### src/design/tcspi_defines.svh
// offsets, field positions and reset values of the thermocouple serial register port
`ifndef TCSPI_DEFINES_SVH
`define TCSPI_DEFINES_SVH
`define TCSPI_REG_COUNT        16
`define TCSPI_ADDR_WIDTH       7
`define TCSPI_ADDR_WRITE_BIT   7
`define TCSPI_ADDR_CFG_PRI     4'h0
`define TCSPI_ADDR_CFG_SEC     4'h1
`define TCSPI_ADDR_FMASK       4'h2
`define TCSPI_ADDR_COLD_HI     4'h3
`define TCSPI_ADDR_COLD_LO     4'h4
`define TCSPI_ADDR_LIN_HI_MSB  4'h5
`define TCSPI_ADDR_LIN_HI_LSB  4'h6
`define TCSPI_ADDR_LIN_LO_MSB  4'h7
`define TCSPI_ADDR_LIN_LO_LSB  4'h8
`define TCSPI_ADDR_COLD_OFS    4'h9
`define TCSPI_ADDR_COLD_MSB    4'hA
`define TCSPI_ADDR_COLD_LSB    4'hB
`define TCSPI_ADDR_LIN_B2      4'hC
`define TCSPI_ADDR_LIN_B1      4'hD
`define TCSPI_ADDR_LIN_B0      4'hE
`define TCSPI_ADDR_FLAGS       4'hF
`define TCSPI_RST_CFG_PRI      8'h00
`define TCSPI_RST_CFG_SEC      8'h03
`define TCSPI_RST_FMASK        8'hFF
`define TCSPI_RST_COLD_HI      8'h7F
`define TCSPI_RST_COLD_LO      8'hC0
`define TCSPI_RST_LIN_HI_MSB   8'h7F
`define TCSPI_RST_LIN_HI_LSB   8'hFF
`define TCSPI_RST_LIN_LO_MSB   8'h80
`define TCSPI_RST_LIN_LO_LSB   8'h00
`define TCSPI_RST_ZERO         8'h00
`define TCSPI_UNMAPPED_BYTE    8'hFF
`define TCSPI_BIT_CONT_CONV    7
`define TCSPI_BIT_SINGLE_REQ   6
`define TCSPI_BIT_OPEN_HI      5
`define TCSPI_BIT_OPEN_LO      4
`define TCSPI_BIT_COLD_DIS     3
`define TCSPI_BIT_FAULT_MODE   2
`define TCSPI_BIT_FLAG_CLEAR   1
`define TCSPI_BIT_NOTCH_SEL    0
`define TCSPI_BIT_COLD_RANGE   7
`define TCSPI_BIT_HOT_RANGE    6
`endif

### src/design/tcspi_pkg.sv
// types shared by the thermocouple serial register port
package tcspi_pkg;
   typedef logic [7:0] tcspi_byte_t;
   typedef enum logic [1:0] {TCSPI_IDLE, TCSPI_ADDR, TCSPI_READ, TCSPI_WRITE} tcspi_phase_t;
endpackage

### src/design/tcspi_if.sv
// link between the port controller and its bit shifter
interface tcspi_if;
   import tcspi_pkg::*;
   logic        strobe;
   logic        shift;
   logic        sdi_bit;
   logic        frame;
   logic        load;
   tcspi_byte_t tx_byte;
   tcspi_byte_t rx_byte;
   logic        byte_done;
   logic        sdo_bit;
   modport ctrl (output strobe, shift, sdi_bit, frame, load, tx_byte,
                 input rx_byte, byte_done, sdo_bit);
   modport shifter (input strobe, shift, sdi_bit, frame, load, tx_byte,
                    output rx_byte, byte_done, sdo_bit);
endinterface

### src/design/tcspi_sync.sv
// two-stage synchroniser for pin inputs
module tcspi_sync #(
   parameter int   WIDTH     = 1,
   parameter logic RESET_VAL = 1'b0
) (
   input  wire logic             clk_sys,
   input  wire logic             resetn,
   input  wire logic [WIDTH-1:0] d_in,
   output logic      [WIDTH-1:0] q_out
);
   logic [WIDTH-1:0] stage1;

   always_ff @(posedge clk_sys)
   begin
      if (!resetn)
      begin
         stage1 <= {WIDTH{RESET_VAL}};
         q_out  <= {WIDTH{RESET_VAL}};
      end
      else
      begin
         stage1 <= d_in;
         q_out  <= stage1;
      end
   end
endmodule

### src/design/tcspi_shifter.sv
// serial byte shifter: msb-first in on strobe, msb-first out on shift
module tcspi_shifter (
   input wire logic clk_sys,
   input wire logic resetn,
   tcspi_if.shifter lnk
);
   import tcspi_pkg::*;
   logic [2:0]  bit_cnt;
   tcspi_byte_t rx_shift;
   tcspi_byte_t tx_shift;
   wire         last_bit = (bit_cnt == 3'h7);
   wire tcspi_byte_t rx_full = {rx_shift[6:0], lnk.sdi_bit};

   always_ff @(posedge clk_sys)
   begin
      if (!resetn || !lnk.frame)
      begin
         // partial byte dropped when the frame ends
         bit_cnt       <= 3'h0; // RQ21
         rx_shift      <= 8'h00;
         lnk.byte_done <= 1'b0;
      end
      else
      begin
         lnk.byte_done <= lnk.strobe && last_bit; // RQ9
         if (lnk.strobe)
         begin
            rx_shift <= rx_full;
            bit_cnt  <= bit_cnt + 3'h1;
         end
      end
   end

   always_ff @(posedge clk_sys)
   begin
      if (!resetn)
      begin
         lnk.rx_byte <= 8'h00;
         tx_shift    <= 8'h00;
         lnk.sdo_bit <= 1'b0;
      end
      else
      begin
         if (lnk.strobe && last_bit)
            lnk.rx_byte <= rx_full;
         if (lnk.load)
            tx_shift <= lnk.tx_byte;
         else if (lnk.shift)
         begin
            lnk.sdo_bit <= tx_shift[7]; // RQ9
            tx_shift    <= {tx_shift[6:0], 1'b0};
         end
      end
   end
endmodule

### src/design/tcspi_port.sv
// serial register port of the thermocouple converter, with result-ready and range flags
`include "tcspi_defines.svh"

// Summary of operation
// RQ1: flag bits 7/6 mark cold/hot out-of-range
// RQ2: out-of-range hot result saturates at limit
// RQ3: range flags never pull the fault output
// RQ4: chip select frames; idle: inputs ignored, hi-Z
// RQ5: master toggles clock only inside a frame
// RQ6: clock level at frame start sets idle polarity
// RQ7: latch on strobe edge, shift on other
// RQ8: master uses clock phase one
// RQ9: one clock per bit, bytes msb first
// RQ10: first byte is address; bit 7 selects write
// RQ11: address advances per byte, wraps at top
// RQ12: unmapped addresses read as all ones
// RQ13: writes to read-only registers are dropped
// RQ14: output hi-Z until a full byte is ready
// RQ15: new linearized result drives ready low
// RQ16: reading result or enabled cold registers releases ready
// RQ17: sixteen byte registers, write address has bit 7
// RQ18: primary config field layout, bit 7 down to 0
// RQ19: single conversion starts at frame end, bit self-clears
// RQ20: master reads three result bytes in one burst
// RQ21: write per complete byte; partial byte discarded
module tcspi_port (
   input  wire logic               clk_sys,
   input  wire logic               resetn,
   input  wire logic               sclk,
   input  wire logic               cs_n,
   input  wire logic               sdi,
   output logic                    sdo,
   output logic                    sdo_oe_n,
   output logic                    result_ready_n,
   output logic                    fault_n,
   input  wire logic               lin_result_valid,
   input  wire logic [23:0]        lin_result,
   input  wire logic               hot_out_of_range,
   input  wire logic [23:0]        hot_limit_high,
   input  wire logic [23:0]        hot_limit_low,
   input  wire logic               cold_result_valid,
   input  wire logic [15:0]        cold_result,
   input  wire logic               cold_out_of_range,
   input  wire logic [5:0]         fault_cond,
   output tcspi_pkg::tcspi_byte_t  config_primary,
   output tcspi_pkg::tcspi_byte_t  config_secondary,
   output tcspi_pkg::tcspi_byte_t  fault_mask,
   output logic                    single_convert_start
);
   import tcspi_pkg::*;

   localparam tcspi_byte_t RESET_VALS [`TCSPI_REG_COUNT] = '{
      `TCSPI_RST_CFG_PRI,    `TCSPI_RST_CFG_SEC,    `TCSPI_RST_FMASK,      `TCSPI_RST_COLD_HI,
      `TCSPI_RST_COLD_LO,    `TCSPI_RST_LIN_HI_MSB, `TCSPI_RST_LIN_HI_LSB, `TCSPI_RST_LIN_LO_MSB,
      `TCSPI_RST_LIN_LO_LSB, `TCSPI_RST_ZERO,       `TCSPI_RST_ZERO,       `TCSPI_RST_ZERO,
      `TCSPI_RST_ZERO,       `TCSPI_RST_ZERO,       `TCSPI_RST_ZERO,       `TCSPI_RST_ZERO};

   tcspi_if lnk ();

   logic [2:0]                   pins_sync;
   logic                         sclk_s;
   logic                         cs_n_s;
   logic                         sdi_s;
   logic                         sclk_prev;
   logic                         cs_n_prev;
   logic                         idle_high;
   tcspi_phase_t                 phase;
   tcspi_phase_t                 next_phase;
   logic [`TCSPI_ADDR_WIDTH-1:0] addr;
   logic [`TCSPI_ADDR_WIDTH-1:0] next_addr;
   tcspi_byte_t                  regs      [`TCSPI_REG_COUNT];
   tcspi_byte_t                  next_regs [`TCSPI_REG_COUNT];
   tcspi_byte_t                  next_flags;

   // cs_n resets high so an idle bus never looks like a frame start
   tcspi_sync #(
      .WIDTH     (3),
      .RESET_VAL (1'b1)
   ) u_sync (
      .clk_sys (clk_sys),
      .resetn  (resetn),
      .d_in    ({sclk, cs_n, sdi}),
      .q_out   (pins_sync)
   );

   assign sclk_s = pins_sync[2];
   assign cs_n_s = pins_sync[1];
   assign sdi_s  = pins_sync[0];

   tcspi_shifter u_shifter (
      .clk_sys (clk_sys),
      .resetn  (resetn),
      .lnk     (lnk)
   );

   // frame and clock edge decode
   wire in_frame    = !cs_n_s; // RQ4
   wire frame_start = cs_n_prev && !cs_n_s;
   wire frame_end   = !cs_n_prev && cs_n_s;
   wire sclk_rise   = sclk_s && !sclk_prev;
   wire sclk_fall   = !sclk_s && sclk_prev;
   wire strobe_edge = in_frame && (idle_high ? sclk_rise : sclk_fall); // RQ7
   wire shift_edge  = in_frame && (idle_high ? sclk_fall : sclk_rise); // RQ7

   assign lnk.frame   = in_frame;
   assign lnk.strobe  = strobe_edge;
   assign lnk.shift   = shift_edge && (phase == TCSPI_READ);
   assign lnk.sdi_bit = sdi_s;

   // byte events
   wire addr_done = lnk.byte_done && (phase == TCSPI_ADDR);
   wire rd_done   = lnk.byte_done && (phase == TCSPI_READ);
   wire wr_done   = lnk.byte_done && (phase == TCSPI_WRITE);
   wire wr_mode   = lnk.rx_byte[`TCSPI_ADDR_WRITE_BIT]; // RQ10

   // read prefetch: next byte is fetched as the previous one completes
   wire [`TCSPI_ADDR_WIDTH-1:0] fetch_addr = addr_done ? lnk.rx_byte[`TCSPI_ADDR_WIDTH-1:0]
                                                       : addr + 7'h01; // RQ11
   wire        fetch_mapped = (fetch_addr < 7'(`TCSPI_REG_COUNT));
   wire [3:0]  fetch_idx    = fetch_addr[3:0];
   wire tcspi_byte_t fetch_byte = fetch_mapped ? regs[fetch_idx]
                                               : `TCSPI_UNMAPPED_BYTE; // RQ12

   assign lnk.load    = (addr_done && !wr_mode) || rd_done; // RQ14
   assign lnk.tx_byte = fetch_byte;

   // write decode
   wire        addr_mapped = (addr < 7'(`TCSPI_REG_COUNT));
   wire [3:0]  addr_idx    = addr[3:0];
   wire        wr_hit      = wr_done && addr_mapped && (addr_idx < `TCSPI_ADDR_LIN_B2); // RQ13
   wire        wr_cfg_pri  = wr_hit && (addr_idx == `TCSPI_ADDR_CFG_PRI); // RQ17
   wire        wr_cold     = wr_hit && ((addr_idx == `TCSPI_ADDR_COLD_MSB)
                                     || (addr_idx == `TCSPI_ADDR_COLD_LSB));

   // primary config fields
   wire cont_conv   = regs[`TCSPI_ADDR_CFG_PRI][`TCSPI_BIT_CONT_CONV]; // RQ18
   wire single_req  = regs[`TCSPI_ADDR_CFG_PRI][`TCSPI_BIT_SINGLE_REQ]; // RQ18
   wire cold_dis    = regs[`TCSPI_ADDR_CFG_PRI][`TCSPI_BIT_COLD_DIS]; // RQ18
   wire latch_mode  = regs[`TCSPI_ADDR_CFG_PRI][`TCSPI_BIT_FAULT_MODE]; // RQ18
   wire flag_clear  = wr_cfg_pri && lnk.rx_byte[`TCSPI_BIT_FLAG_CLEAR] && latch_mode; // RQ18

   // result-ready release on completed reads of the result or live cold bytes
   wire rd_lin  = (addr_idx >= `TCSPI_ADDR_LIN_B2) && (addr_idx <= `TCSPI_ADDR_LIN_B0);
   wire rd_cold = ((addr_idx == `TCSPI_ADDR_COLD_MSB) || (addr_idx == `TCSPI_ADDR_COLD_LSB))
                  && !cold_dis;
   wire ready_release = rd_done && addr_mapped && (rd_lin || rd_cold); // RQ16

   // hot result clamped to the limit on the side it left
   wire [23:0] lin_stored = !hot_out_of_range ? lin_result
                          : (lin_result[23] ? hot_limit_low : hot_limit_high); // RQ2

   // fault conditions; the two range bits are kept out of the pin
   wire [7:0] fault_now = {cold_out_of_range, hot_out_of_range, fault_cond}; // RQ1
   wire [5:0] pin_faults = regs[`TCSPI_ADDR_FLAGS][5:0] & ~regs[`TCSPI_ADDR_FMASK][5:0]; // RQ3

   // phase and address
   always_comb
   begin
      next_phase = phase;
      next_addr  = addr;
      if (!in_frame)
         next_phase = TCSPI_IDLE; // RQ4
      else if (frame_start)
         next_phase = TCSPI_ADDR; // RQ10
      else if (addr_done)
      begin
         next_phase = wr_mode ? TCSPI_WRITE : TCSPI_READ; // RQ10
         next_addr  = lnk.rx_byte[`TCSPI_ADDR_WIDTH-1:0];
      end
      else if (rd_done || wr_done)
         next_addr = addr + 7'h01; // RQ11
   end

   // interrupt mode holds flags until cleared; a new event beats the clear
   always_comb
   begin
      if (latch_mode)
         next_flags = fault_now | (regs[`TCSPI_ADDR_FLAGS] & ~{8{flag_clear}});
      else
         next_flags = fault_now;
   end

   // register file update
   always_comb
   begin
      for (int i = 0; i < `TCSPI_REG_COUNT; i++)
         next_regs[i] = regs[i];
      if (lin_result_valid)
      begin
         next_regs[`TCSPI_ADDR_LIN_B2] = lin_stored[23:16];
         next_regs[`TCSPI_ADDR_LIN_B1] = lin_stored[15:8];
         next_regs[`TCSPI_ADDR_LIN_B0] = lin_stored[7:0];
      end
      // host value kept while the internal sensor is off
      if (cold_result_valid && !cold_dis && !wr_cold)
      begin
         next_regs[`TCSPI_ADDR_COLD_MSB] = cold_result[15:8];
         next_regs[`TCSPI_ADDR_COLD_LSB] = cold_result[7:0];
      end
      if (frame_end)
         next_regs[`TCSPI_ADDR_CFG_PRI][`TCSPI_BIT_SINGLE_REQ] = 1'b0; // RQ19
      if (wr_hit)
         next_regs[addr_idx] = lnk.rx_byte; // RQ21
      // clear request acts once and never reads back
      if (wr_cfg_pri)
         next_regs[`TCSPI_ADDR_CFG_PRI][`TCSPI_BIT_FLAG_CLEAR] = 1'b0; // RQ18
      next_regs[`TCSPI_ADDR_FLAGS] = next_flags; // RQ1
   end

   always_ff @(posedge clk_sys)
   begin
      if (!resetn)
      begin
         sclk_prev <= 1'b1;
         cs_n_prev <= 1'b1;
         idle_high <= 1'b0;
         phase     <= TCSPI_IDLE;
         addr      <= 7'h00;
      end
      else
      begin
         sclk_prev <= sclk_s;
         cs_n_prev <= cs_n_s;
         if (frame_start)
            idle_high <= sclk_s; // RQ6
         phase <= next_phase;
         addr  <= next_addr;
      end
   end

   always_ff @(posedge clk_sys)
   begin
      if (!resetn)
      begin
         for (int i = 0; i < `TCSPI_REG_COUNT; i++)
            regs[i] <= RESET_VALS[i];
      end
      else
      begin
         for (int i = 0; i < `TCSPI_REG_COUNT; i++)
            regs[i] <= next_regs[i];
      end
   end

   always_ff @(posedge clk_sys)
   begin
      if (!resetn)
      begin
         result_ready_n       <= 1'b1;
         fault_n              <= 1'b1;
         single_convert_start <= 1'b0;
      end
      else
      begin
         // a new result in the release cycle keeps ready low
         if (lin_result_valid)
            result_ready_n <= 1'b0; // RQ15
         else if (ready_release)
            result_ready_n <= 1'b1; // RQ16
         fault_n              <= ~|pin_faults; // RQ3
         single_convert_start <= frame_end && single_req && !cont_conv; // RQ19
      end
   end

   assign sdo              = lnk.sdo_bit;
   assign sdo_oe_n         = !(in_frame && (phase == TCSPI_READ)); // RQ14
   assign config_primary   = regs[`TCSPI_ADDR_CFG_PRI];
   assign config_secondary = regs[`TCSPI_ADDR_CFG_SEC];
   assign fault_mask       = regs[`TCSPI_ADDR_FMASK];
endmodule

### config.mk
export PLATFORM = sky130hd
export DESIGN_NAME = tcspi_port
export DESIGN_NICKNAME = d
export VERILOG_FILES = /design/src/design/tcspi_pkg.sv /design/src/design/tcspi_if.sv /design/src/design/tcspi_sync.sv /design/src/design/tcspi_shifter.sv /design/src/design/tcspi_port.sv
export VERILOG_INCLUDE_DIRS = /design/src /design/src/design
export SDC_FILE = /design/constraint.sdc
export NUM_CORES = 1
export LEC_CHECK = 0
export ABC_AREA = 1
export BUFFER_PORTS_ARGS = -buffer_cell sky130_fd_sc_hd__buf_4
export CAP_MARGIN = 40
export CORE_AREA = 8 8 165 120
export DETAILED_ROUTE_END_ITERATION = 12
export DIE_AREA = 0 0 173 128
export HOLD_SLACK_MARGIN = 0.02
export PLACE_DENSITY = 0.8
export SLEW_MARGIN = 20
export SYNTH_ARGS = -nofsm -noshare
export SYNTH_HDL_FRONTEND = slang
export SYNTH_SLANG_ARGS = --single-unit
export TNS_END_PERCENT = 30
### constraint.sdc
create_clock -name clk_sys -period 1.7 [get_ports clk_sys]
set_input_delay 0.085 -clock clk_sys [delete_from_list [all_inputs] [get_ports clk_sys]]
set_output_delay 0.085 -clock clk_sys [all_outputs]
set_load 0.02 [all_outputs]
* Word-level counts from Yosys, hierarchy flattened
Memory sizes are Yosys's and may differ from the RTL's. Index checks and enable logic that the tools add are counted.
Storage, ports and cells: flip-flop bits (word level) 49, RAM bits 128, word-level logic and storage cells 155, memories 1
Operators by class: add/sub/neg operators 2, bitwise operators 26, multiplexer cells 42, reduce and logical (&&, ||, !) cells 54, equal/unequal tests 6, order comparisons 7
Memory list:
- regs | words 16, width 8, read ports 17, clocked after memory_dff 0, wr ports 16, line tcspi_port.sv:71 | tcspi_byte_t regs [`TCSPI_REG_COUNT];
Operators with widths (number):
- $mux W8 | 21
- $bwmux W128 | 1
- $mux W128 | 1
- $mux W24 | 3
- $demux W8 S4 | 1
- $logic_and A1 B1 Y1 | 28
- $mux W7 | 3
- $mux W16 | 1
- $or A1 B1 Y1 | 16
- $lt A7 B5 Y1 const B | 2
- $logic_not A1 Y1 | 11
- $mux W1 | 11
- $and A8 B8 Y8 | 1
- $eq A4 B4 Y1 const B | 2
- $not A8 Y8 | 1
- $or A8 B8 Y8 | 1
- $reduce_bool A2 Y1 | 4
- $add A7 B1 Y7 const B | 1
- $and A6 B6 Y6 | 1
- $not A6 Y6 | 1
- $reduce_or A6 Y1 | 1
- $ge A5 B5 Y1 const B | 1
- $logic_or A1 B1 Y1 | 5
- $lt A5 B1 Y1 const B | 1
- other kinds (14) | 18

* Depth between registers and ports, before layout
Gate-level depths: netlist of the first run.
depth in word-level cells 12, depth in mapped cells 13, depth with buffers taken out 12

* Hierarchy
Synthesis of the first run repeated with hierarchy kept, for this count alone.
Second synthesis, totals: cell total of the unflattened synthesis 1273, area, all modules 8906.0 um^2
Modules (own cells, without submodules):
- tcspi_port | seq. area each 2862.7 um^2, times used 1, area an instance 7618.6 um^2, cells each 1113
- tcspi_shifter | seq. area each 560.5 um^2, times used 1, area an instance 1122.3 um^2, cells each 142
- tcspi_sync | seq. area each 120.1 um^2, times used 1, area an instance 165.2 um^2, cells each 18

* Worst setup path after synthesis of the first run
OpenSTA, ideal clock, no wires.
kind register to register, start register addr[0], end register u_shifter.tx_shift[6], data required time 1.629 ns, path slack -0.154 ns, path buffers 1, stages on the path, launching flop included 13, arrival time 1.783 ns, setup time 0.071 ns, cell sequence dfxtp_1 > inv_1 > ha_1 > inv_1 > nand2_1 > o21ai_1 > clkbuf_1 > nand3_1 > nand3_1 > nand3_1 > nand3_1 > nand2_1 > a21oi_1
On the way: word-level cells in the longest chain between the ends 5, elaborated cells between the ends (all ways) 6, classes of those cells 1 x add/sub; 1 x order compare; 3 x mux; 1 x memory
Ends and longest elaborated chain:
- from (decl) | line tcspi_port.sv:69 | logic [`TCSPI_ADDR_WIDTH-1:0] addr;
- from (signal assigned) | line tcspi_port.sv:227 | addr <= next_addr;
- $add A7 B1 Y7 (*) | line tcspi_port.sv:118 | : addr + 7'h01;
- $mux W7 (*) | line tcspi_port.sv:117 | wire [`TCSPI_ADDR_WIDTH-1:0] fetch_addr = addr_done ? lnk.rx_byte[`TCSPI_ADDR_WIDTH-1:0]
- $lt A7 B5 Y1 or $mem_v2 Z16 W8 (tied branches)
- $mux W8 (no line) (*)
- $mux W8 (*) | line tcspi_shifter.sv:46 | if (lnk.load)
- to (signal assigned) | line tcspi_shifter.sv:47 | tx_shift <= lnk.tx_byte;
- to (signal assigned) | line tcspi_shifter.sv:51 | tx_shift <= {tx_shift[6:0], 1'b0};
- to (decl) | line tcspi_shifter.sv:10 | tcspi_byte_t tx_shift;
Every way passes the cells marked *; elsewhere a longest branch is shown, timed or not. A chain may end at the register's enable or synchronous reset.

* Worst setup path after layout of the first run
start register phase[0], end register u_shifter.tx_shift[6]
On the way: word-level cells in the longest chain between the ends 6, elaborated cells between the ends (all ways) 13, classes of those cells 1 x order compare; 2 x eq/ne; 3 x mux; 6 x reduce/logical; 1 x memory
Ends and longest elaborated chain:
- from (decl) | line tcspi_port.sv:67 | tcspi_phase_t phase;
- from (signal assigned) | line tcspi_port.sv:226 | phase <= next_phase;
- $eq A2 B1 Y1 | line tcspi_port.sv:111 | wire addr_done = lnk.byte_done && (phase == TCSPI_ADDR);
- $logic_and A1 B1 Y1 | line tcspi_port.sv:111
- $mux W7 | line tcspi_port.sv:117
- $lt A7 B5 Y1 or $mem_v2 Z16 W8 (tied branches)
- $mux W8 (no line)
- $mux W8 | line tcspi_shifter.sv:46
Several ways; a longest one is shown, not always the timed one.

==> results of run 1 <==
[cells in the mapped netlist (all sizes together)]
library cell / count / area [um^2]
o21bai: 16 / 120
nor3: 10 / 82.6
dfxtp: 177 / 3540
or2: 7 / 43.8
clkbuf: 44 / 165
o31ai: 1 / 7.51
a221oi: 20 / 175
nor2: 92 / 348
o22ai: 9 / 56.3
inv: 199 / 747
nand3: 152 / 766
nand2: 190 / 716
nand4: 3 / 18.8
nand3b: 18 / 135
clkinv: 7 / 26.3
o211ai: 38 / 290
o21ai: 134 / 689
a31oi: 1 / 6.26
buf: 33 / 183
a211oi: 8 / 60.1
o21a: 1 / 7.51
ha: 6 / 75.1
xor2: 1 / 8.76
a311oi: 1 / 8.76
a41oi: 1 / 8.76
a21oi: 99 / 495
[cells by family (layout without fill, tap and decap cells)]
family,count (synthesis),after routing,synth area share
XOR/XNOR,1,1,0.000997
buffers and inverters,283,538,0.128
AND/OR/NAND/NOR,472,472,0.240
AO/OA/AOI/OAI,329,329,0.219
other,0,1,0
adder cells (fa/ha/maj),6,6,0.00855
flip-flops,177,177,0.403
[power by group through the flow]
stage               sequential [uW]  clock [uW]  combinational, uW
finish                         4260        4070                770
global route                   4270        4260                831
CTS                            4260        4070                715
detailed placement             4360           0                611
global placement               4360           0                604
floorplan                      4350           0                324
[timing repair]
action,4_1_cts,5_1_grt
cloned,4,3
gates resized for setup,69,74
hold buffers,52,0
pin swaps,22,23
setup buffers,9,5
setup endpoints to repair,98,110
endpoints found under the hold margin,41,0
[tightest hold or removal path: stages]
cell and delay [ns]:
buf_4 0.11, o21ai_0 0.15, a221oi_1 0.07
[final cells by class]
cell class                 count  area (um^2)
fill                        1325         4910
multi-input combinational    808         4530
sequential                   177         3560
timing repair buffer         300         2740
inverter                     206          788
clock buffer                  17          425
tap                          236          295
clock inverter                15          190
antenna                        1         2.50
[through the flow]
stage	total power [uW]	setup WS (ns)	utilization	hold WS [ns]	setup TNS [ns]
floorplan	4680	0.0179	-	0.192	0
global placement	4960	-0.155	0.610	0.273	-1.99
detailed placement	4970	-0.169	0.610	0.274	-3.56
CTS	9050	-0.0472	0.698	0.0203	-0.460
global route	9370	-0.210	0.719	0.0277	-6.37
finish	9100	-0.205	0.719	0.0220	-2.34
[cells in the final DEF, fill, tap and decap left out, drive strengths merged, types with 8 or more instances in the layout]
master,synthesis,routed
nor3,10,10
a211oi,8,8
nor2,92,92
inv,199,205
buf,33,246
dfxtp,177,177
o211ai,38,38
clkinv,7,12
dlygate4sd3,0,52
o21ai,134,134
o22ai,9,9
nand3b,18,18
a21oi,99,99
nand3,152,152
o21bai,16,16
clkbuf,44,19
a221oi,20,20
nand2,190,190
[how the worst max path moves through the flow]
stage          slack, ns                     to  cells past startpoint
4_1_cts            -0.05  u_shifter.tx_shift[6]                     14
5_1_grt            -0.21  u_shifter.tx_shift[6]                     10
6_report           -0.21  u_shifter.tx_shift[6]                     10
3_5_place_dp       -0.17  u_shifter.tx_shift[4]                     12
3_3_place_gp       -0.16  u_shifter.tx_shift[5]                     11
2_1_floorplan       0.02  u_shifter.tx_shift[0]                     12
[routing by layer]
layer  share of wire  GRT usage  up-vias
met1            0.41      0.379     4647
li1                -          -     4679
met4           0.032     0.0976        0
met2            0.43      0.423      624
met5               0          0        -
met3            0.13     0.0918      111
==> impl_results.md, run 1 <==
- NetSw: 2360 uW
- Power density cells: 726 nW/um^2
- Skew final: 0.0106 ns
- Leak pwr: 0.00589 uW
- Clk root buf: clkbuf_16
- Crit Path Category: reg -> reg
- Crit path launch type: flip-flop
- Die height: 128 um
- Total number of vias: 10100
- First-pass GRT wire length: 50000 um
- Worst Tran Pin Value: 0.658 ns
- F_max: 0.525 GHz
- Clk sinks: 177
- Total CTS buffers: 17
- Yosys reg bits: 177
- Post-layout nets: 1619
- RSZ-0062 raised after global routing: yes
- Row count: 41
- RD Place Congestion: 0.972
- Buffers on Ports: 131
- TritonCTS clock tree: built
- Switching fraction of total power: 0.259
- Antenna violations before repair: 1
- Post-synthesis sequential area ratio: 0.403
- Floorplan core area: 17400 um^2
- DRC: 0
- Slew Limit Fails: 0
- Final Cycle Share: 1.12
- Hold path startpoint: hot_limit_low[6]
- FF-to-FF path depth: 10
- Crit. Startpoint: phase[0]
- Slew HR: 0.561
- Largest net degree at the start of global routing: 110
- Detail Placement HPWL: 21300 um
- Mapped Area: 8780 um^2
- CP cell instances: nand4_1, nand2_4, buf_12, nand2_1, nand3_1, nand3_1, nand3_2, nand3_4, nand2_2, a21oi_2
- Via density: 5.72
- Initial core utilization: 0.504
- Setup violators final: 41
- Syn nets: 1377
- Total wire length: 33000 um
- Placed cells: 1654
- Status: finished with violations
- Hold Path Class: in -> reg
- Drt first-iter violations: 1456
- Clock Path Buffers: 2
- CP max stage delay: 0.39 ns
- Clock transition at the registers of the reported paths: 0.07 ns
- DRT Pass-1 Iters: 6
- Vias in the first global route: 9245
- CP delay by family, top: simple AND/OR/NAND/NOR gates
- PnR worst setup slack: -0.205 ns
- Finished Layout Cells: 1760
- Final critical-path required period: 1.91 ns
- Failing checks: negative setup slack
- Die Wd: 173 um
- Mean Syn Cell Area: 6.93 um^2
- WHS Endpoint: regs[14][6]
- Total grt overflow: 0
- Required @ worst endpoint: 2.02 ns
- Combinational Power Share: 0.085
- Sequential share of power: 0.468
- Internal power: 6740 uW
- Worst path most repeated cell: nand3_1
- Setup crit end kind: flip-flop
- Cells after synthesis: 1268
- Synthesis Warnings: 0
- Crit Reg-Reg Startpoint: phase[0]
- Final hold violation count: 0
- Clock Latency Late Sink: 0.45 ns
- Crit path DAT: 2.23 ns
- Die ar.: 22100 um^2
- Max VDD drop: 0.659 mV
- Clock Power Share: 0.447
- WHS Path Cells: 3
- Share of cells above drive strength 1: 0.255
- Post-DP Area: 10600 um^2
- Maximum level of the CTS H-tree: 4
- Number of distinct library cells after synthesis: 39
- Crit-path max FO: 22
- Routed Antenna Nets: 0
- GRT Total Usage: 0.283
- Boundary Pins: 132
- Slowest-stage cell, CP: dfxtp_4
- R2r endpoint: u_shifter.tx_shift[6]
- Fin area: 12500 um^2
- R2r setup slk: -0.21 ns
- Max Cap Viol: 0
- Drt wl/cell: 18.8 um
- WP buf/inv: 1
- Syn-to-layout area delta: 42.7%
Power figures use the tool's default switching activity.
==> run 2, diff against run 1 <==
--- a/config.mk
+++ b/config.mk
@@ -14,6 +14,7 @@
 export DIE_AREA = 0 0 173 128
 export HOLD_SLACK_MARGIN = 0.02
 export PLACE_DENSITY = 0.8
+export RECOVER_POWER = 50
 export SLEW_MARGIN = 20
 export SYNTH_ARGS = -nofsm -noshare
 export SYNTH_HDL_FRONTEND = slang
==> impl_results.md, run 2 (synthesis gave the netlist of run 1 again) <==
- Status: finished with violations
- Failing checks: negative setup slack
- Detail Placement HPWL: 21300 um
- RSZ-0062 raised after global routing: yes
- Total wire length: 33000 um
- Die Wd: 173 um
- Buffers on Ports: 131
- Die ar.: 22100 um^2
- GRT Total Usage: 0.283
- Row count: 41
- FF-to-FF path depth: 10
- Crit-path max FO: 22
- Leak pwr: 0.00577 uW
- Total number of vias: 10000
- Finished Layout Cells: 1760
- TritonCTS clock tree: built
- Total CTS buffers: 17
- Placement Setup Slack: -0.169 ns
- WHS Endpoint: regs[14][6]
- Antenna violations before repair: 1
- Clk sinks: 177
- Crit path DAT: 2.21 ns
- Max Cap Viol: 0
- Setup crit end kind: flip-flop
- Syn-to-layout area delta: 41.4%
- WHS Path Cells: 3
- Hold path startpoint: hot_limit_low[6]
- Power density cells: 732 nW/um^2
- Clock transition at the registers of the reported paths: 0.07 ns
- Clock Latency Late Sink: 0.45 ns
- Max VDD drop: 0.661 mV
- R2r endpoint: u_shifter.tx_shift[6]
- Fin area: 12400 um^2
- Clk root buf: clkbuf_16
- Crit Path Category: reg -> reg
- R2r setup slk: -0.19 ns
- PnR worst setup slack: -0.194 ns
- First-pass GRT wire length: 50000 um
- Setup violators final: 46
- Most frequent cells in the layout: inv_1, nand2_1, buf_4, dfxtp_1, o21ai_0
- RD Place Congestion: 0.972
- Slew Limit Fails: 0
- DRC: 0
- Placed cells: 1654
- Maximum level of the CTS H-tree: 4
- Total grt overflow: 0
- Die height: 128 um
- Share of cells above drive strength 1: 0.234
- Drt first-iter violations: 1542
- F_max: 0.528 GHz
- Routed Antenna Nets: 0
- Design Power: 9090 uW
- Setup TNS: -2.32 ns
- Clock Path Buffers: 2
- Largest net degree at the start of global routing: 110
- Drt wl/cell: 18.7 um
- Skew final: 0.0117 ns
- Final critical-path required period: 1.89 ns
- Crit Reg-Reg Startpoint: phase[0]
- Post-DP Area: 10600 um^2
- Slew HR: 0.552
- Vias in the first global route: 9245
- Most common cell after layout, fill and taps aside: inv_1
- DRT Pass-1 Iters: 6
- Final Cycle Share: 1.11
- Hold Path Class: in -> reg
- Floorplan core area: 17400 um^2
- Boundary Pins: 132
- Final hold violation count: 0
- Required @ worst endpoint: 2.02 ns
- Worst Tran Pin Value: 0.671 ns
- Initial core utilization: 0.504
- Crit path launch type: flip-flop
- Via density: 5.68
- Post-layout nets: 1619
run 2: cell types whose count changed in the layout (fill, tap and decap cells not counted):
cell	delta
buf_4	-35
clkbuf_1	+31
clkbuf_2	+1
clkbuf_4	+3
inv_1	+1
inv_2	-1
run 2: worst max-delay path by stage:
stage	end	slack (ns)	from	cells after the start
6_report	u_shifter.tx_shift[6]	-0.19	phase[0]	10
5_1_grt	u_shifter.tx_shift[6]	-0.21	u_shifter.lnk.byte_done	10
4_1_cts	u_shifter.tx_shift[6]	-0.05	addr[1]	14
3_5_place_dp	u_shifter.tx_shift[4]	-0.17	addr[0]	12
3_3_place_gp	u_shifter.tx_shift[5]	-0.16	addr[1]	11
2_1_floorplan	u_shifter.tx_shift[0]	0.02	addr[0]	12
run 2: per-layer routing:
layer  vias to the layer above  track usage  part of all wire
met2                       601        0.423              0.43
met1                      4633        0.379              0.42
met5                         -            0                 0
met4                         0       0.0976             0.030
met3                        94       0.0918              0.12
li1                       4676            -                 -
run 2: area by class of cell:
cell class	instances	area (um^2)
Antenna cell	1	2.50
Clock buffer	17	425
Clock inverter	15	190
Fill cell	1356	5030
Inverter	206	788
Multi-Input combinational cell	808	4530
Sequential cell	177	3560
Tap cell	236	295
Timing Repair Buffer	300	2620
run 2: timing repair:
| item | CTS | global route |
|---|---|---|
| cloned | 4 | 3 |
| buffers inserted | 9 | 5 |
| pin swaps | 22 | 23 |
| endpoints found under the hold margin | 41 | 0 |
| endpoints found under the setup margin | 98 | 110 |
| gates resized for setup | 69 | 74 |
| hold buffers | 52 | 0 |
run 2: metrics by stage:
stage	hold slack, ns	util
after global routing	0.0277	0.712
after detailed placement	0.274	0.610
final	0.0257	0.712
after CTS	0.0203	0.698
after floorplan	0.192	-
after global placement	0.273	0.610
run 2: worst max-delay path, stage by stage, from the launching register on:
cell     delay, ns
dfxtp_4       0.39
nand4_1       0.29
nand2_4       0.24
buf_12        0.18
nand2_1       0.07
nand3_1       0.17
nand3_1       0.13
nand3_2       0.12
nand3_4       0.06
nand2_2       0.06
a21oi_2       0.06
run 2: where the power goes:
part           total, uW  internal (uW)  switching, uW
Clock               4060           2120           1940
Combinational        766            392            373
Sequential          4260           4230           38.9
==> run 3, diff against run 2 <==
--- a/config.mk
+++ b/config.mk
@@ -7,12 +7,12 @@
 export NUM_CORES = 1
 export LEC_CHECK = 0
 export ABC_AREA = 1
-export BUFFER_PORTS_ARGS = -buffer_cell sky130_fd_sc_hd__buf_4
 export CAP_MARGIN = 40
-export CORE_AREA = 8 8 165 120
+export CORE_AREA = 8 8 157 114
 export DETAILED_ROUTE_END_ITERATION = 12
-export DIE_AREA = 0 0 173 128
-export HOLD_SLACK_MARGIN = 0.02
+export DIE_AREA = 0 0 165 122
+export DONT_BUFFER_PORTS = 1
+export HOLD_SLACK_MARGIN = 0.06
 export PLACE_DENSITY = 0.8
 export RECOVER_POWER = 50
 export SLEW_MARGIN = 20
==> impl_results.md, run 3 (synthesis gave the netlist of run 1 again) <==
- F_max: 0.517 GHz
- Via density: 6.35
- First-pass GRT wire length: 51400 um
- CP max stage delay: 0.34 ns
- Hold Path Class: in -> reg
- Antenna violations before repair: 0
- Max Cap Viol: 0
- Crit path DAT: 2.27 ns
- Total wire length: 35900 um
- CP cell instances: buf_4, nor2_2, nand2_1, nand2_1, buf_12, nand2_1, nand3_4, nand3_1, nand3_1, nand3_1, nand2_1, a21oi_1
- Total CTS buffers: 17
- Drt wl/cell: 21.8 um
- Crit-path max FO: 32
- Clock transition at the registers of the reported paths: 0.08 ns
- Antenna cell count: 0
- Most frequent cells in the layout: inv_1, dfxtp_1, nand2_1, nand3_1, dlygate4sd3_1
- Clk root buf: clkbuf_16
- GRT Total Usage: 0.328
- Final critical-path required period: 1.93 ns
- Boundary Pins: 132
- Leak pwr: 0.00550 uW
- DRC: 0
- Design Power: 9110 uW
- Buffers on Ports: 0
- Worst Tran Pin Value: 0.570 ns
- Maximum level of the CTS H-tree: 4
- TritonCTS clock tree: built
- Most common cell after layout, fill and taps aside: inv_1
- Total number of vias: 10500
- Clock Latency Late Sink: 0.46 ns
- Placement Setup Slack: -0.172 ns
- Die ar.: 20100 um^2
- Crit path launch type: flip-flop
- Final hold violation count: 0
- Row count: 38
- Share of cells above drive strength 1: 0.196
- Setup crit end kind: flip-flop
- Clock Path Buffers: 2
- Die Wd: 165 um
- Slew HR: 0.619
- Max VDD drop: 0.715 mV
- Utilization after layout: 0.787
- Total grt overflow: 0
- Worst path most repeated cell: nand2_1
- Drt first-iter violations: 2027
- Fin Hold WS: 0.0619 ns
- Vias in the first global route: 9569
- Slew Limit Fails: 0
- RD Place Congestion: 1.01
- RSZ-0062 raised after global routing: yes
- Setup violators final: 50
- PnR worst setup slack: -0.233 ns
- Initial core utilization: 0.572
- Routed Antenna Nets: 0
- Failing checks: negative setup slack
- Die height: 122 um
- Syn-to-layout area delta: 37.6%
- Status: finished with violations
- Largest net degree at the start of global routing: 103
- Filler cell count: 931
- Post-layout nets: 1543
- Power density cells: 753 nW/um^2
- Clk sinks: 177
- Detail Placement HPWL: 19900 um
- Skew final: 0.0155 ns
- Crit Path Category: reg -> reg
- DRT Pass-1 Iters: 7
- Floorplan core area: 15400 um^2
- Required @ worst endpoint: 2.04 ns
- Final Cycle Share: 1.14
- Slowest-stage cell, CP: dfxtp_2
- Setup TNS: -3.69 ns
## run 3: cell types whose count changed in the layout (fill, tap and decap cells not counted), moves of 12 or more
cell           previous run  this run
dlygate4sd3_1            52        90
nand2_1                 179       167
clkbuf_1                 31        15
o21ai_2                   4        19
o21ai_0                 112        89
buf_4                   172        77
## run 3: layout make-up
class                           instances  area [um^2]  area share
Sequential cell                       177         3560       0.295
Inverter                              206          792      0.0655
Tap cell                              200          250      0.0207
Clock inverter                         15          208      0.0172
Timing Repair Buffer                  224         2190       0.181
Clock buffer                           17          425      0.0352
Multi-Input combinational cell        808         4660       0.386
## run 3: per-stage QoR
stage          cell area, um^2  instances
2_1_floorplan             8800       1268
3_3_place_gp              9640       1495
3_5_place_dp              9640       1495
4_1_cts                  11700       1638
5_1_grt                  12100       1647
6_report                 12100       1647
## run 3: final timing paths
| check | slack, ns | cells after the start | from | end |
|---|---|---|---|---|
| worst max register to register | -0.23 | 12 | phase[1] | u_shifter.tx_shift[4] |
| worst min-delay path | 0.06 | 2 | resetn | u_sync.stage1[0] |
| worst min register to register | 0.42 | 1 | u_sync.stage1[1] | u_sync.q_out[1] |
| worst max-delay path | -0.23 | 12 | phase[1] | u_shifter.tx_shift[4] |
## run 3: worst max-delay path, delay by kind of cell (launching register included)
kind                   cells  cell delay [ns]
and+or+nand+nor            9             1.05
DFF                        1             0.34
AOI/OAI and AO/OA          1             0.07
buffers and inverters      2             0.36
## run 3: timing repair
| action | in CTS | in global routing |
|---|---|---|
| cloned | 3 | 4 |
| pin swaps | 10 | 20 |
| buffers inserted | 13 | 10 |
| endpoints found under the hold margin | 141 | 2 |
| gates resized for setup | 70 | 144 |
| hold buffers | 95 | 2 |
| setup endpoints to repair | 44 | 106 |
## run 3: per-layer routing
layer,wire length [um],part of all wire,vias up,GRT usage
met4,2460,0.069,0,0.165
met3,5070,0.14,272,0.111
met2,15500,0.43,913,0.488
met1,12800,0.36,4743,0.419
met5,0,0,-,0
li1,-,-,4534,-
## run 3: report_power, final
part	internal (uW)	total, uW	switching, uW	leakage (uW)
Combinational	337	721	384	0.00375
Sequential	4220	4280	55.3	0.00145
Clock	2030	4110	2080	0.000299
Total	6590	9110	2520	0.00550
